File: src/inc/esfb_pkg.sv
// esfb_pkg: constants shared by the event status flag bank.
// assumes an 8-bit register port with byte-wide data.
package esfb_pkg;
	localparam int ESFB_DW = 8;
	localparam int ESFB_AW = 8;
	// register offsets
	localparam logic [7:0] OFS_GLOBAL = 8'h1a;
	localparam logic [7:0] OFS_SYSFLT = 8'h1b;
	localparam logic [7:0] OFS_SYSINT = 8'h1c;
	localparam logic [7:0] OFS_PROCFLT = 8'h1d;
	localparam logic [7:0] OFS_WDMISS = 8'h1e;
	// reset values
	localparam logic [7:0] RST_FLAGS = 8'h00;
	// implemented-bit masks, write-one-to-clear bits for global; all other detail bits read zero
	localparam logic [7:0] MASK_GLOBAL_W1C = 8'h3f;
	localparam logic [7:0] MASK_SYSFLT = 8'hf1;
	localparam logic [7:0] MASK_SYSINT = 8'hef;
	localparam logic [7:0] MASK_PROCFLT = 8'hc9;
	localparam logic [7:0] MASK_WDMISS = 8'h08;
	// global bit positions
	localparam int GB_SYS = 0;
	localparam int GB_PROC = 1;
	localparam int GB_SERIAL = 2;
	localparam int GB_MON = 3;
	localparam int GB_OTOC = 4;
	localparam int GB_BATUV = 5;
	localparam int GB_TIMEOUT = 7;
	// system interrupt bit of the wake-up cause
	localparam int SI_WAKE = 5;
endpackage

File: src/core/event_status_flag_bank.sv
// event_status_flag_bank: hierarchical sticky event flags with summary.
// assumes a byte register port on clk; event inputs are asynchronous
// levels, turned into rising-edge events after synchronising.
// Function
// RULE1: event flags sticky, write one clears
// RULE2: writing zero leaves flag unchanged
// RULE3: timeout bit read-only, hardware-cleared when others clear
// RULE4: global bit 5 latches battery undervoltage
// RULE5: global bit 4 on overtemp/overcurrent detail set
// RULE6: global bit 3 on voltage monitor detail set
// RULE7: global bit 2 on serial error detail set
// RULE8: global bit 1 on processor detail set
// RULE9: global bit 0 on system detail set
// RULE10: system fault bits 7..4 reference and supply
// RULE11: system fault bit 0 fuse double error
// RULE12: system interrupt bits 7,6 reference mismatch warnings
// RULE13: system interrupt bit 5 wake-up cause
// RULE14: system interrupt bit 3 sync clock fault
// RULE15: system interrupt bit 1 voltage config fault
// RULE16: system interrupt bit 0 supervision config fault
// RULE17: processor bits 7,6,3 resets and watchdog
// RULE18: processor bit 0 init timer error
// RULE19: watchdog miss bit 3, others unused
// RULE20: summary set on detail set event only
// RULE21: clearing summary leaves detail registers alone
// RULE22: clearing detail leaves summary bit alone
// RULE23: unused bits zero; set beats clear
// RULE24: software reads detail then clears both
`timescale 1ns/10ps
module event_status_flag_bank (
	input wire logic clk,
	input wire logic resetn,
	input wire logic regWrite,
	input wire logic regRead,
	input wire logic [esfb_pkg::ESFB_AW-1:0] regAddr,
	input wire logic [esfb_pkg::ESFB_DW-1:0] regWdata,
	output logic [esfb_pkg::ESFB_DW-1:0] regRdata,
	output logic regRvalid,
	input wire logic [7:0] sysFaultIn,
	input wire logic [7:0] sysIntIn,
	input wire logic wakeFromEnable,
	input wire logic [7:0] procFaultIn,
	input wire logic [7:0] wdMissIn,
	input wire logic batteryUvIn,
	input wire logic timeoutIn,
	input wire logic serialErrEvt,
	input wire logic monitorEvt,
	input wire logic otocEvt,
	output logic [7:0] globalFlags
);
	import esfb_pkg::*;

	localparam int NIN = 36;
	logic [NIN-1:0] rawIn;
	logic [NIN-1:0] syncIn;
	logic [NIN-1:0] prevIn;
	logic [NIN-1:0] rise;
	logic [7:0] sysFltSet;
	logic [7:0] sysIntSet;
	logic [7:0] procSet;
	logic [7:0] wdSet;
	logic [7:0] sysFlt;
	logic [7:0] sysInt;
	logic [7:0] procFlt;
	logic [7:0] wdMiss;
	logic [7:0] sysFltNew;
	logic [7:0] sysIntNew;
	logic [7:0] procNew;
	logic [7:0] wdNew;
	logic [7:0] globalSet;
	logic [7:0] next_global;
	logic otherClear;

	// decode of one register address, shared by reads and writes
	function automatic logic hit(input logic [7:0] a, input logic [7:0] o);
		return a == o;
	endfunction

	// all event lines cross through two flops before use
	assign rawIn = {sysFaultIn, sysIntIn[7:6], sysIntIn[3:0], procFaultIn,
		wdMissIn, wakeFromEnable, batteryUvIn, timeoutIn, serialErrEvt,
		monitorEvt, otocEvt};
	esfb_sync #(.W(NIN)) u_sync (
		.clk(clk),
		.resetn(resetn),
		.din(rawIn),
		.dout(syncIn)
	);

	// rising edges only: a held level must not re-set a cleared flag
	always_ff @(posedge clk)
	begin
		if (!resetn)
			prevIn <= '0;
		else
			prevIn <= syncIn;
	end
	assign rise = syncIn & ~prevIn;

	// map events onto flag positions; masks drop unused bits
	assign sysFltSet = rise[35:28]; // RULE10 RULE11
	assign sysIntSet = {rise[27:26], 1'b0, 1'b0, rise[25:22]} // RULE12
		| (rise[5] ? 8'h20 : 8'h00); // RULE13
	assign procSet = rise[21:14]; // RULE17 RULE18
	assign wdSet = rise[13:6]; // RULE19

	esfb_flag_reg #(.MASK(MASK_SYSFLT)) u_sysflt (
		.clk(clk),
		.resetn(resetn),
		.setEvt(sysFltSet), // RULE10 RULE11
		.clrStb(regWrite && hit(regAddr, OFS_SYSFLT)),
		.clrData(regWdata),
		.flags(sysFlt),
		.newSet(sysFltNew)
	);
	// bit 5 carries the enable-input wake-up cause; bits 3..0 the faults
	esfb_flag_reg #(.MASK(MASK_SYSINT)) u_sysint (
		.clk(clk),
		.resetn(resetn),
		.setEvt(sysIntSet), // RULE14 RULE15 RULE16
		.clrStb(regWrite && hit(regAddr, OFS_SYSINT)),
		.clrData(regWdata),
		.flags(sysInt),
		.newSet(sysIntNew)
	);
	esfb_flag_reg #(.MASK(MASK_PROCFLT)) u_proc (
		.clk(clk),
		.resetn(resetn),
		.setEvt(procSet), // RULE17 RULE18
		.clrStb(regWrite && hit(regAddr, OFS_PROCFLT)),
		.clrData(regWdata),
		.flags(procFlt),
		.newSet(procNew)
	);
	esfb_flag_reg #(.MASK(MASK_WDMISS)) u_wd (
		.clk(clk),
		.resetn(resetn),
		.setEvt(wdSet), // RULE19
		.clrStb(regWrite && hit(regAddr, OFS_WDMISS)),
		.clrData(regWdata),
		.flags(wdMiss),
		.newSet(wdNew)
	);

	// summary bits 1,0 set from new detail sets, bits 7 and 5..2 from rising edges, never from levels
	always_comb
	begin
		globalSet = 8'h00;
		globalSet[GB_SYS] = |{sysFltNew, sysIntNew}; // RULE9 RULE20
		globalSet[GB_PROC] = |{procNew, wdNew}; // RULE8
		globalSet[GB_SERIAL] = rise[2]; // RULE7
		globalSet[GB_MON] = rise[1]; // RULE6
		globalSet[GB_OTOC] = rise[0]; // RULE5
		globalSet[GB_BATUV] = rise[4]; // RULE4
		globalSet[GB_TIMEOUT] = rise[3]; // RULE3
	end

	// write-one-to-clear on bits 5..0; bit 7 only hardware clears
	always_comb
	begin
		next_global = globalFlags;
		if (regWrite && hit(regAddr, OFS_GLOBAL))
			next_global = next_global & ~(regWdata & MASK_GLOBAL_W1C); // RULE1 RULE2 RULE21
		next_global = next_global | globalSet; // RULE23
		otherClear = (next_global & MASK_GLOBAL_W1C) == 8'h00;
		if (otherClear && !globalSet[GB_TIMEOUT])
			next_global[GB_TIMEOUT] = 1'b0; // RULE3
		next_global[6] = 1'b0;
	end

	// detail clears never touch the summary; only its own write and the timeout hardware clear do
	always_ff @(posedge clk)
	begin
		if (!resetn)
			globalFlags <= RST_FLAGS;
		else
			globalFlags <= next_global; // RULE22
	end

	// registered read port, unmapped addresses read zero
	always_ff @(posedge clk)
	begin
		if (!resetn)
		begin
			regRdata <= 8'h00;
			regRvalid <= 1'b0;
		end
		else
		begin
			regRvalid <= regRead;
			if (!regRead)
				regRdata <= 8'h00;
			else if (hit(regAddr, OFS_GLOBAL))
				regRdata <= globalFlags;
			else if (hit(regAddr, OFS_SYSFLT))
				regRdata <= sysFlt;
			else if (hit(regAddr, OFS_SYSINT))
				regRdata <= sysInt;
			else if (hit(regAddr, OFS_PROCFLT))
				regRdata <= procFlt;
			else if (hit(regAddr, OFS_WDMISS))
				regRdata <= wdMiss;
			else
				regRdata <= 8'h00; // RULE23
		end
	end
endmodule // event_status_flag_bank

File: src/core/esfb_flag_reg.sv
// esfb_flag_reg: one byte of sticky write-one-to-clear flags.
// assumes set pulses and write strobe are on clk.
`timescale 1ns/10ps
module esfb_flag_reg #(
	parameter logic [7:0] MASK = 8'hff
) (
	input wire logic clk,
	input wire logic resetn,
	input wire logic [7:0] setEvt,
	input wire logic clrStb,
	input wire logic [7:0] clrData,
	output logic [7:0] flags,
	output logic [7:0] newSet
);
	import esfb_pkg::*;
	logic [7:0] next_flags;
	// set wins over a coinciding clear; zeros written change nothing
	always_comb
	begin
		next_flags = flags & ~(clrStb ? clrData : 8'h00); // RULE1 RULE2
		next_flags = (next_flags | setEvt) & MASK; // RULE23
	end
	always_ff @(posedge clk)
	begin
		if (!resetn)
			flags <= RST_FLAGS;
		else
			flags <= next_flags;
	end
	// a flag going from clear to set is one summary event
	assign newSet = setEvt & MASK & ~flags; // RULE20
endmodule // esfb_flag_reg

File: src/core/esfb_sync.sv
// esfb_sync: two-stage synchroniser for a vector of event levels.
// assumes inputs may come from analog monitors, asynchronous to clk.
`timescale 1ns/10ps
module esfb_sync #(
	parameter int W = 8
) (
	input wire logic clk,
	input wire logic resetn,
	input wire logic [W-1:0] din,
	output logic [W-1:0] dout
);
	logic [W-1:0] meta;
	// first stage is read only by the second
	always_ff @(posedge clk)
	begin
		if (!resetn)
		begin
			meta <= '0;
			dout <= '0;
		end
		else
		begin
			meta <= din;
			dout <= meta;
		end
	end
endmodule // esfb_sync

File: config.mk
export PLATFORM = sky130hd
export DESIGN_NAME = event_status_flag_bank
export DESIGN_NICKNAME = d
export VERILOG_FILES = /design/src/inc/esfb_pkg.sv /design/src/core/event_status_flag_bank.sv /design/src/core/esfb_flag_reg.sv /design/src/core/esfb_sync.sv
export SDC_FILE = /design/constraint.sdc
export NUM_CORES = 1
export LEC_CHECK = 0
export ABC_AREA = 1
export BUFFER_PORTS_ARGS = -buffer_cell sky130_fd_sc_hd__buf_2
export CAP_MARGIN = 20
export CORE_MARGIN = 2
export CORE_UTILIZATION = 45
export DETAILED_ROUTE_END_ITERATION = 12
export HOLD_SLACK_MARGIN = 0.12
export PLACE_DENSITY = 0.69
export SLEW_MARGIN = 10
export SYNTH_ARGS = -nofsm -noshare
export SYNTH_HDL_FRONTEND = slang
export SYNTH_SLANG_ARGS = --single-unit
File: constraint.sdc
create_clock -name clk -period 1.6 [get_ports clk]
set_input_delay 0.24 -clock clk [delete_from_list [all_inputs] [get_ports clk]]
set_output_delay 0.24 -clock clk [all_outputs]
set_load 0.01 [all_outputs]
==> results of run 1 <==
-- state kept, by name, summed over array words and instances, names as in the netlist --
register / cells
regRvalid: 1
u_sysint.flags: 7
prevIn: 22
u_sync.meta: 22
globalFlags: 7
regRdata: 8
u_wd.flags: 1
u_sysflt.flags: 5
u_proc.flags: 4
u_sync.dout: 22
-- area by class of cell --
type	count	area, um^2
inverters	125	469
fillers	727	3320
well taps	102	128
repair buffers	88	586
flip-flops and latches	99	1980
clock buffers	10	128
clock inverters	6	42.5
multi-input cells	240	1110
-- tightest hold or removal path, delay by kind of cell --
kind	cells	cell delay, ns
simple gates	2	0.10
compound gates	1	0.05
buf+inv	1	0.10
-- metal layers --
| metal | wire length, um | share of wire (%) | global-route usage [%] |
|---|---|---|---|
| met4 | 117 | 1.7 | 7.37 |
| met1 | 3300 | 47 | 22.0 |
| met3 | 291 | 4.1 | 4.35 |
| met2 | 3370 | 48 | 28.9 |
| met5 | 0 | 0 | 0 |
-- stage by stage --
stage               utilization, %  area, um^2  setup WS (ns)
global placement              52.2        4060         0.0668
CTS                           57.2        4450          0.209
global route                  57.2        4450         0.0191
floorplan                        -        3610          0.273
detailed placement            52.2        4060        -0.0638
finish                        57.2        4450          0.203
-- power breakdown --
group / switching (mW) / internal [mW] / total [mW]
registers: 0.0506 / 2.57 / 2.62
clock network: 0.814 / 0.565 / 1.38
logic: 0.203 / 0.170 / 0.372
total: 1.07 / 3.30 / 4.37
-- cells in the mapped netlist, drive strengths merged --
cell    count  area (um^2)
a21oi      20          100
a31oi       5         31.3
buf         2         12.5
clkbuf     10         37.5
conb        1         3.75
dfxtp      99         1980
inv       125          469
nand2     129          492
nand3      21          118
nand3b      5         37.5
nand4       6         37.5
nor2       20         92.6
nor3        1         10.0
o211ai      1         7.51
o21ai      23          115
o21bai      1         11.3
o221ai      1         8.76
o22ai       1         6.26
o31ai       1         7.51
o32ai       3         26.3
or2         1         6.26
-- final timing paths --
path / start / to / slack [ns] / depth (start not counted)
worst min register to register: u_sync.meta[14]$_SDFF_PN0_ / u_sync.dout[14]$_SDFF_PN0_ / 0.41 / 2
worst min-delay path: regWdata[0] / u_sysflt.flags[0]$_SDFF_PN0_ / 0.18 / 4
worst max register to register: u_sysint.flags[1]$_SDFF_PN0_ / globalFlags[7]$_SDFF_PP0_ / 0.20 / 11
worst max-delay path: u_sysint.flags[1]$_SDFF_PN0_ / globalFlags[7]$_SDFF_PP0_ / 0.20 / 11
-- cell families after synthesis --
kind of cell    after synthesis  share of synthesized area, %
compound gates               56                          8.69
buf+inv                     137                          14.4
flops                        99                          54.9
other cells                   1                         0.104
simple gates                183                          22.0
==> summary by stage, run 1 <==
Routing
The detailed router finished its first iteration with about 120 violations. The mean number of vias per cell is around 4.4. The number of nets with antenna violations after detailed routing is 0. For this block, the routed nets add up to 7.08 mm of wire. The first detailed-routing pass ran for 5 iterations. The count of vias placed by the detailed router is 2949. After detailed routing, the average wire length per cell comes to 10.6 um. The number of remaining DRC errors is 0.

STA
The total setup violations reported at the end of the flow is 0. The number of hold violations in the final report is 0. The smallest clock period supported by the final layout is computed as roughly 1.4 ns. On the final layout, the worst hold slack is ~0.18 ns.

Setup repair after global routing left no endpoint under its margin. Setup total negative slack on the finished layout was measured at 0 ns. The highest clock rate is 716 MHz. The final critical path takes up 87.3% of the cycle. The number of pins with negative max-slew slack in the final report is 0. The worst clock skew is just over 0.009 ns.

Critical path
The top cell family by delay on the critical path is simple AND/OR/NAND/NOR gates. The category of the worst setup path capture point is a flop. The cell with the most instances on the worst path is sky130_fd_sc_hd__nand2_1. The data required time of the worst path is 1.86 ns.

STA classifies the critical path startpoint as a flop. The critical path goes through inv_1 -> nand3_1 -> nand2_1 -> nor2_1 -> nand2_1 -> nor2_1 -> nand2_1 -> nor2_1 -> nand3_1 -> nand2_1 -> nand2_1. The data arrival time at the worst-slack endpoint is 1.65 ns.

The largest fanout on the critical path is 2. The slowest cell on the critical path is sky130_fd_sc_hd__dfxtp_1. The number of buffers and inverters on the critical path is 1. The start-to-end type of the worst setup path is reg -> reg. The delay contributed by the slowest stage of the critical path is 0.35 ns.

Final layout
0 antenna diodes ended up in the layout. The post-synthesis to final-layout area growth is 23.1%. The library cells used most frequently in the layout, excluding fill and tap cells, are sky130_fd_sc_hd__nand2_1 (126), sky130_fd_sc_hd__inv_1 (124), sky130_fd_sc_hd__dfxtp_1 (99), sky130_fd_sc_hd__buf_2 (57), sky130_fd_sc_hd__dlygate4sd3_1 (22).

The number of standard cells in the layout, taps in and fillers out is 670. The share of layout cells above drive strength 1 is 16.2%. The final layout contains 621 nets. The most frequent standard cell in the layout excluding fill and tap cells is sky130_fd_sc_hd__nand2_1.

Placement
The final weighted congestion in routability-driven placement is 0.850. The cell count after placement is between 600 and 700. During placement, the flow inserted port buffers numbering 57. Detailed placement finished with a half-perimeter wire length of 5.04 mm.

CTS
The total number of H-tree levels is 3. The count of hold buffers inserted by post-cts repair is 22. The number of gates resized after CTS is 0. After clock tree synthesis, the clock-pin slew on the worst setup and hold paths is 0.09 ns. TritonCTS built the clock tree. After clock tree synthesis, the setup repair step added 0 buffers.

The total number of clock tree sinks is 99. The buffer depth of the longest clock path is 2. The cell at the root of the clock tree is sky130_fd_sc_hd__clkbuf_8. TritonCTS created 9 clock buffers. The clock reaches the later pin of the worst-skew pair after 0.36 ns.

Logic synthesis
After synthesis, flip-flops and latches occupy 54.9% of the total area. After synthesis, the netlist uses 28 different library cells. Counting flops and latches in the post-synthesis netlist gives 99.

The average instance area after synthesis is 7.59 um^2. The post-synth net total is 534. The Yosys step of the flow raised 0 warnings. The summed instance area of the synthesized netlist is 3610 um^2. After technology mapping, the gate count stands at 476.

Global routing
The first-pass GRT wire length is about 12 mm. The via count of the first global-routing pass is 2770. The total track usage is 17.6%.

The remaining global-route overflow is 0. The largest net degree at the start of global routing is 69. The initial antenna violation count is 0.

Power and ir drop
The worst vdd rail ir drop is 379 uV. The static leakage is 2.40 nW. The power density normalized to cell area is ~980 nW/um^2. The final total power is 4.37 mW.

Floorplanning
The initial core utilization is between 40% and 50%. The die covers 8760 um^2. From left edge to right edge, the die measures 93.6 um. After floorplanning, the core was divided into 32 placement rows.

The I/O pin count is 75. The die is 93.6 um tall. The total area inside the core boundary comes to 7770 um^2.

Flow run
The max-cap violation count is 0.

Worst hold path
The worst hold path belongs to the class in -> reg.

Run status
The flow ran to the end, and the final reports show no timing, DRC or antenna violations.
No activity file was read; power rests on OpenSTA's default activity.
==> run 2: changes to the inputs <==
CORE_UTILIZATION = 50   (was 45)
PLACE_DENSITY = 0.75   (was 0.69)
SETUP_SLACK_MARGIN = 0.5   (was unset)
==> summary by stage, run 2 (synthesized netlist as in run 1, its figures left out) <==
Run status
The run finished with clean final reports.

Power and ir drop
The switching fraction of total power is 24.6% (+0.17 points). The cell-internal power is 3.41 mW (+3.3%). The static leakage is 2.55 nW (+6.3%). The switching power of the nets is 1.11 mW (+4.3%). The sequential fraction of design power came to 58.0% (-1.9 points).

The part of the power in the clock network was 31.4% (-0.2 points). The share of total power in combinational logic is 10.6% (+2.1 points). The final total power was 4.52 mW (+3.6%).

The power density normalized to cell area came to 928 nW/um^2 (-5.5%). The worst vdd rail ir drop is 498 uV (+31%).

Floorplanning
The I/O pin count is 75 (unchanged). The die outline height is 89.0 um (-4.9%). The count of standard-cell rows is 30 (-6.3%).

The full die area is 7920 um^2 (-9.6%). The x dimension of the die is 89.0 um (-4.9%). The core outline area came to 6910 um^2 (-11%). The initial core utilization is 52.3% (+5.8 points).

Global routing
The initial antenna violation count is 0 (unchanged). The via count of the first global-routing pass was 2893 (+4.4%). The total track usage is 20.4% (+2.8 points). The remaining global-route overflow is 0 (unchanged). The first-pass GRT wire length is 12.2 mm (+2.2%). The largest net degree at the start of global routing is 64 (-7.2%).

Final layout
The top cell types in the final layout, fill and taps aside, are sky130_fd_sc_hd__inv_1 (119), sky130_fd_sc_hd__nand2_1 (118), sky130_fd_sc_hd__dfxtp_1 (86), sky130_fd_sc_hd__buf_2 (49), sky130_fd_sc_hd__dlygate4sd3_1 (22). The post-synthesis to final-layout area growth is 34.9%. The largest registers in the layout are prevIn: 22 flops, u_sync.dout: 22 flops, u_sync.meta: 22 flops. The most frequent standard cell in the layout excluding fill and tap cells is sky130_fd_sc_hd__inv_1.

The share of layout cells above drive strength 1 came to 26.2% (+10 points). The net total in the final layout is 637 (+2.6%). The number of standard cells in the layout, taps in and fillers out is 680 (+1.5%). The count of inserted antenna diode cells came to 0 (unchanged). The final design utilization is 70.5% (+13 points).

CTS
The total number of clock tree sinks came to 99 (unchanged). The total number of H-tree levels was 3 (unchanged). The cell at the root of the clock tree is sky130_fd_sc_hd__clkbuf_8.

The clock tree from TritonCTS is built. The source-to-sink clock delay at the later pin of the worst-skew pair is 0.36 ns (about the same). The clock-pin transition on the worst setup and hold timing paths came to 0.09 ns (about the same). The buffer depth of the longest clock path is 2 (unchanged). The number of buffers created by CTS came to 9 (unchanged).

STA
The worst pin sits at a relative slew slack of between 40% and 50%. The slew at the pin closest to its max-slew limit is 0.832 ns. The worst clock skew was 0.00830 ns (-0.000816 ns). The total setup violations reported at the end of the flow came to 0 (unchanged). Setup repair after global routing could not meet its margin everywhere.

The number of pins with negative max-slew slack in the final report is 0 (unchanged). The portion of the clock cycle consumed by the worst path in the final layout came to 84.3% (-3.0 points). The time the worst path needs with I/O delays and setup is 1.35 ns (-0.0473 ns). The number of hold violations in the final report was 0 (unchanged).

The highest clock rate was 741 MHz (+3.5%).

Placement
The final weighted congestion in routability-driven placement came to 0.896 (+5.5%). The number of port buffers is 57 (unchanged). The HPWL reported at the end of detailed placement is 4.94 mm (-2.0%). The cell count after placement is 621 (-1.7%).

Critical path
The cell with the most instances on the worst path is sky130_fd_sc_hd__nand3_1. The slowest stage of the critical path is the sky130_fd_sc_hd__dfxtp_1 cell. In this run the critical register-to-register path is captured at globalFlags[7]$_SDFF_PP0_. The logic depth of the worst register-to-register path is 9 (-2). The data required time of the worst path is 1.86 ns (about the same). The reg-to-reg setup timing slack is 0.25 ns (+0.05 ns). The largest fanout on the critical path was 2 (unchanged).

The category of the worst setup path capture point is a flop. In this run the worst setup path begins at u_wd.flags[3]$_SDFF_PN0_. The startpoint identified for the worst register-to-register timing path is u_wd.flags[3]$_SDFF_PN0_. The capture point of the critical path is globalFlags[7]$_SDFF_PP0_. The delay contributed by the slowest stage of the critical path is 0.36 ns (about the same). The worst setup path is of the reg -> reg kind.

Walking the worst path, the cells encountered are inv_1 -> nand3_1 -> o21ai_0 -> nor2_2 -> nand3_1 -> nor2_1 -> nand3_1 -> nand2_1 -> nand2_1. STA classifies the critical path startpoint as a flop. The data arrival time at the worst-slack endpoint is 1.61 ns (-0.04 ns).

Routing
The number of remaining DRC errors is 0 (unchanged). The number of detailed-routing iterations run before antenna repair is 4 (-1). The average detailed-routed wire length per instance is 12.1 um (+14%). The count of vias placed by the detailed router is 3146 (+6.7%).

The mean number of vias per cell is 4.63 (+5.1%). The number of design-rule violations left by the first detailed-router iteration is 154 (+26%). The number of nets with antenna violations after detailed routing is 0 (unchanged). The wire length reported by the detailed router is 8.21 mm (+16%).

Worst hold path
The worst hold path belongs to the class in -> reg.

Flow run
The max-cap violation count is 0 (unchanged).
==> run 2: cell types whose count changed in the layout (fill, tap and decap cells not counted), moves of 11 or more <==
cell / previous run / this run
sky130_fd_sc_hd__dfxtp_1: 99 / 86
sky130_fd_sc_hd__o21ai_0: 18 / 7
sky130_fd_sc_hd__dfxtp_2: 0 / 13
sky130_fd_sc_hd__buf_6: 0 / 14
==> run 2: timing repair <==
item | CTS | global route
resized for setup | 19 | 49
hold buffers | 22 | 0
setup endpoints to repair | 28 | 27
pin swaps | 11 | 15
hold endpoints to repair | 22 | 0
setup buffers | 15 | 6
==> run 2: power by group through the flow <==
stage | sequential (mW) | combinational, mW | clock, mW
global route | 2.64 | 0.533 | 1.57
detailed placement | 2.67 | 0.348 | 0
floorplan | 2.67 | 0.220 | 0
finish | 2.62 | 0.479 | 1.42
global placement | 2.67 | 0.336 | 0
CTS | 2.62 | 0.425 | 1.46
==> run 2: layout make-up <==
cell class	count	area [um^2]
well taps	96	120
inverters	125	492
repair buffers	104	798
clock inverters	3	23.8
clock buffers	13	149
fillers	539	2030
multi-input cells	240	1290
flip-flops and latches	99	2000
==> run 2: critical path: cells and delay by family (launching register included) <==
family,cells,cell delay (ns)
buf+inv,1,0.07
flops,1,0.36
compound gates,1,0.14
simple gates,7,0.69
==> run 2: layer usage <==
metal	share of wire [%]	vias up	GRT usage, %
met5	0	-	0
li1	-	1626	-
met2	50	98	34.1
met4	3.4	0	8.82
met1	41	1400	24.1
met3	4.9	22	6.65
==> run 2: how the worst min path moves through the flow <==
stage,start,to,slack [ns],cells past startpoint
6_report,resetn,prevIn[2]$_SDFF_PN0_,0.18,3
5_1_grt,regWdata[6],u_sysflt.flags[6]$_SDFF_PN0_,0.16,4
4_1_cts,regWdata[7],u_sysflt.flags[7]$_SDFF_PN0_,0.14,4
3_5_place_dp,u_sync.meta[28]$_SDFF_PN0_,u_sync.dout[28]$_SDFF_PN0_,0.40,2
3_3_place_gp,u_sync.meta[32]$_SDFF_PN0_,u_sync.dout[32]$_SDFF_PN0_,0.39,2
2_1_floorplan,otocEvt,u_sync.meta[0]$_SDFF_PN0_,0.34,2
==> run 2: through the flow <==
stage / hold slack (ns) / cell area (um^2) / setup slack (ns) / TNS, ns
after floorplan: 0.338 / 3690 / 0.340 / 0
after global placement: 0.394 / 4080 / 0.0605 / 0
after detailed placement: 0.395 / 4080 / -0.0262 / -0.0262
after CTS: 0.136 / 4640 / 0.312 / 0
after global routing: 0.162 / 4870 / 0.0949 / 0
final: 0.176 / 4870 / 0.251 / 0
==> run 3: changes to the inputs <==
ABC_AREA = 0   (was 1)
clock period = 1.27 ns   (was 1.6 ns; I/O delays follow)
==> summary by stage, run 3 <==
Run status
The run finished, with violations left. The checks that failed: negative setup slack.

Logic synthesis
The number of warning messages in the yosys log is 0 (unchanged). The area share of the largest cell type after synthesis is 56.8% (+1.9 points). The async set-or-reset flop fraction in the synthesized netlist is 0% (unchanged). The largest total area in the synthesized netlist belongs to sky130_fd_sc_hd__dfxtp_1. The xor/xnor share of the synthesized area is 0% (unchanged).

The synthesized flop and latch total is 99 (unchanged). The most frequent cell after synthesis is sky130_fd_sc_hd__dfxtp_1. The main combinational cell family by area after synthesis is simple AND/OR/NAND/NOR gates.

The distinct cell type count of the synthesized netlist is 43 (+54%). The most used flip-flop cell after synthesis is sky130_fd_sc_hd__dfxtp_1. The summed instance area of the synthesized netlist is 3490 um^2 (-3.4%). The post-synthesis compound-gate area fraction came to 12.0% (+3.3 points). The area share of and/or/nand/nor cells after synthesis is 26.1% (+4.1 points). The post-synth net total is 399 (-25%). The number of flops mapped to enable cells by yosys came to 0 (unchanged). The share of cell area taken by muxes after synthesis came to 1.47% (+1.5 points).

The post-synthesis share of cell area spent on full adders, half adders and majority gates is 0% (unchanged). Ranked by instance count, the synthesized netlist is headed by sky130_fd_sc_hd__dfxtp_1 (99), sky130_fd_sc_hd__and2_1 (71), sky130_fd_sc_hd__nor2b_1 (20), sky130_fd_sc_hd__inv_1 (16). The portion of the post-synthesis area used by sequential elements is 56.8% (+1.9 points). Sorting the synthesized cells by area gives the leading types as sky130_fd_sc_hd__dfxtp_1 (57%), sky130_fd_sc_hd__and2_1 (13%), sky130_fd_sc_hd__nor2b_1 (3.6%). The average instance area after synthesis was 10.2 um^2 (+35%). The synthesized instance count is 341 (-28%).

Global routing
The initial antenna violation count is 0 (unchanged). The remaining global-route overflow came to 0 (unchanged). The total track usage is 22.9% (+2.5 points). The via count of the first global-routing pass is 2856 (-1.3%). The largest net degree at the start of global routing is 34 (-47%).

The first-pass GRT wire length is 13.3 mm (+8.6%).

Final layout
The post-synthesis to final-layout area growth is 48.0%. The net total in the final layout is 534 (-16%). The post-layout instance area is 5160 um^2 (+6.0%). The count of inserted antenna diode cells came to 0 (unchanged). The layout filler cell count was 436 (-19%). The share of layout cells above drive strength 1 is 41.0% (+15 points). The library cell used most frequently in the layout, excluding fill and tap cells, is sky130_fd_sc_hd__dfxtp_1.

The largest registers in the layout are prevIn: 22 flops, u_sync.dout: 22 flops, u_sync.meta: 22 flops. Leaving out fill and tap cells, the most frequent cells in the layout are sky130_fd_sc_hd__dfxtp_1 (86), sky130_fd_sc_hd__and2_1 (69), sky130_fd_sc_hd__buf_4 (43), sky130_fd_sc_hd__buf_2 (42), sky130_fd_sc_hd__buf_6 (30).

STA
The portion of the clock cycle consumed by the worst path in the final layout came to 124% (+40 points). The time the worst path needs with I/O delays and setup is 1.58 ns (+0.230 ns). The number of pins with negative max-slew slack in the final report was 0 (unchanged).

The highest clock rate is 633 MHz (-15%). The worst clock skew is 0.00831 ns (+0.0000106 ns). The minimum hold slack is 0.199 ns (+0.0226 ns).

The total setup violations reported at the end of the flow is 11 (+11). Setup repair after global routing could not meet its margin everywhere. The final worst setup slack is -0.310 ns (-0.560 ns).

The number of hold violations in the final report is 0 (unchanged).

Critical path
The start-to-end type of the worst setup path is reg -> reg. The data arrival time at the worst-slack endpoint was 1.82 ns (+0.21 ns). The data required time of the worst path is 1.51 ns (-0.35 ns). The launching element type of the critical path is a flop. The category of the worst setup path capture point is a flop. The largest fanout on the critical path is 3 (+1). The logic depth of the worst register-to-register path is 5 (-4).

Worst hold path
The tightest min-delay check is of the in -> reg type. The cell depth of the worst min-delay path is 3 (unchanged).

Placement
The number of port buffers is 57 (unchanged). The final weighted congestion in routability-driven placement is 0.905 (+0.98%). The HPWL reported at the end of detailed placement is 4.93 mm (-0.23%). The cell area reported after detailed placement is 4160 um^2 (+1.9%).

Power and ir drop
The cell-internal power is 4.44 mW (+30%). The switching fraction of total power is 24.7% (+0.085 points). The worst vdd rail ir drop is 636 uV (+28%). The static leakage is 2.25 nW (-12%). The sequential fraction of design power was 56.0% (-2.0 points). The part of the power in the clock network was 31.3% (about the same). The share of total power in combinational logic is 12.7% (+2.1 points). The power density normalized to cell area was 1140 nW/um^2 (+23%). The switching power of the nets is 1.45 mW (+31%).

CTS
The total number of H-tree levels is 3 (unchanged). The source-to-sink clock delay at the later pin of the worst-skew pair is 0.36 ns (about the same). The clock tree from TritonCTS is built. The total number of clock tree sinks was 99 (unchanged). Clock tree synthesis selected as its root buffer the cell sky130_fd_sc_hd__clkbuf_8. The clock-pin transition on the worst setup and hold timing paths is 0.10 ns (about the same). The buffer depth of the longest clock path is 2 (unchanged). The number of buffers created by CTS is 9 (unchanged).

Routing
The count of vias placed by the detailed router is 2851 (-9.4%). The number of nets with antenna violations after detailed routing is 0 (unchanged). The number of remaining DRC errors is 0 (unchanged).

The number of design-rule violations left by the first detailed-router iteration is 213 (+38%). The average detailed-routed wire length per instance is 15.0 um (+24%). The mean number of vias per cell is 5.08 (+9.8%). The wire length reported by the detailed router was 8.41 mm (+2.5%). The number of detailed-routing iterations run before antenna repair came to 4 (unchanged).

Floorplanning
The I/O pin count is 75 (unchanged). The core outline area is 6760 um^2 (-2.2%). The x dimension of the die was 87.5 um (-1.6%). The count of standard-cell rows came to 30 (unchanged). The die outline height came to 87.5 um (-1.6%).

The full die area came to 7660 um^2 (-3.2%). The initial core utilization was 51.6% (-0.65 points).

Flow run
The max-cap violation count was 0 (unchanged).
-- run 3: final cells by class --
type	count	area, um^2	share of cell area [%]
multi-input cells	211	1700	32.9
clock buffers	11	141	2.74
flip-flops and latches	99	2000	38.7
inverters	16	60.1	1.16
repair buffers	139	1130	21.8
well taps	80	100	1.94
clock inverters	5	35.0	0.678
-- run 3: repair_timing --
action / CTS / global route
endpoints found under the setup margin: 48 / 48
buffers inserted: 11 / 5
resized for setup: 105 / 23
hold endpoints to repair: 22 / 0
pin swaps: 37 / 19
gates cloned: 0 / 0
hold buffers: 22 / 0
-- run 3: worst max-delay path, stage by stage, from the launching register on --
cell and delay [ns]:
sky130_fd_sc_hd__dfxtp_1 0.33, sky130_fd_sc_hd__nor3b_1 0.14, sky130_fd_sc_hd__a2111oi_1 0.44, sky130_fd_sc_hd__nand4b_1 0.27
sky130_fd_sc_hd__a21oi_2 0.19, sky130_fd_sc_hd__a31oi_1 0.10
-- run 3: worst paths after layout --
check / start / to / slack, ns
setup / recovery: u_sync.dout[35]$_SDFF_PN0_ / globalFlags[7]$_SDFF_PP0_ / -0.31
hold / removal: regWdata[1] / u_sysint.flags[1]$_SDFF_PN0_ / 0.20
setup reg to reg: u_sync.dout[35]$_SDFF_PN0_ / globalFlags[7]$_SDFF_PP0_ / -0.31
hold reg to reg: u_sync.meta[32]$_SDFF_PN0_ / u_sync.dout[32]$_SDFF_PN0_ / 0.43
-- run 3: routing by layer --
metal	wire length, um	vias to the layer above	part of all wire, %	GRT usage (%)
met2	4170	106	50	39.5
met3	395	20	4.7	5.09
met5	0	-	0	0
met1	3570	1320	42	26.6
met4	275	0	3.3	11.7
li1	-	1405	-	-
-- run 3: logic make-up (layout without fill, tap and decap cells) --
kind of cell / after synthesis / in the layout
AOI/OAI and AO/OA: 62 / 62
buffers and inverters: 31 / 171
DFF: 99 / 99
muxes: 5 / 5
other: 1 / 1
and+or+nand+nor: 143 / 143
-- run 3: power groups by stage --
stage,Clock [mW],Sequential [mW],Combinational [mW]
after floorplan,0,3.36,0.249
after CTS,1.87,3.29,0.687
after detailed placement,0,3.36,0.499
after global routing,2.03,3.31,0.807
final,1.84,3.30,0.749
after global placement,0,3.36,0.489
-- run 3: metrics by stage --
stage / total power, mW / setup slack (ns) / util [%] / setup TNS (ns) / std cells
6_report: 5.89 / -0.310 / 76.4 / -0.836 / 561
5_1_grt: 6.15 / -0.358 / 76.4 / -1.37 / 561
4_1_cts: 5.85 / -0.250 / 74.2 / -0.551 / 556
3_5_place_dp: 3.86 / -0.506 / 61.6 / -10.88 / 507
3_3_place_gp: 3.84 / -0.456 / 61.6 / -10.05 / 507
2_1_floorplan: 3.60 / -0.349 / - / -5.17 / 341
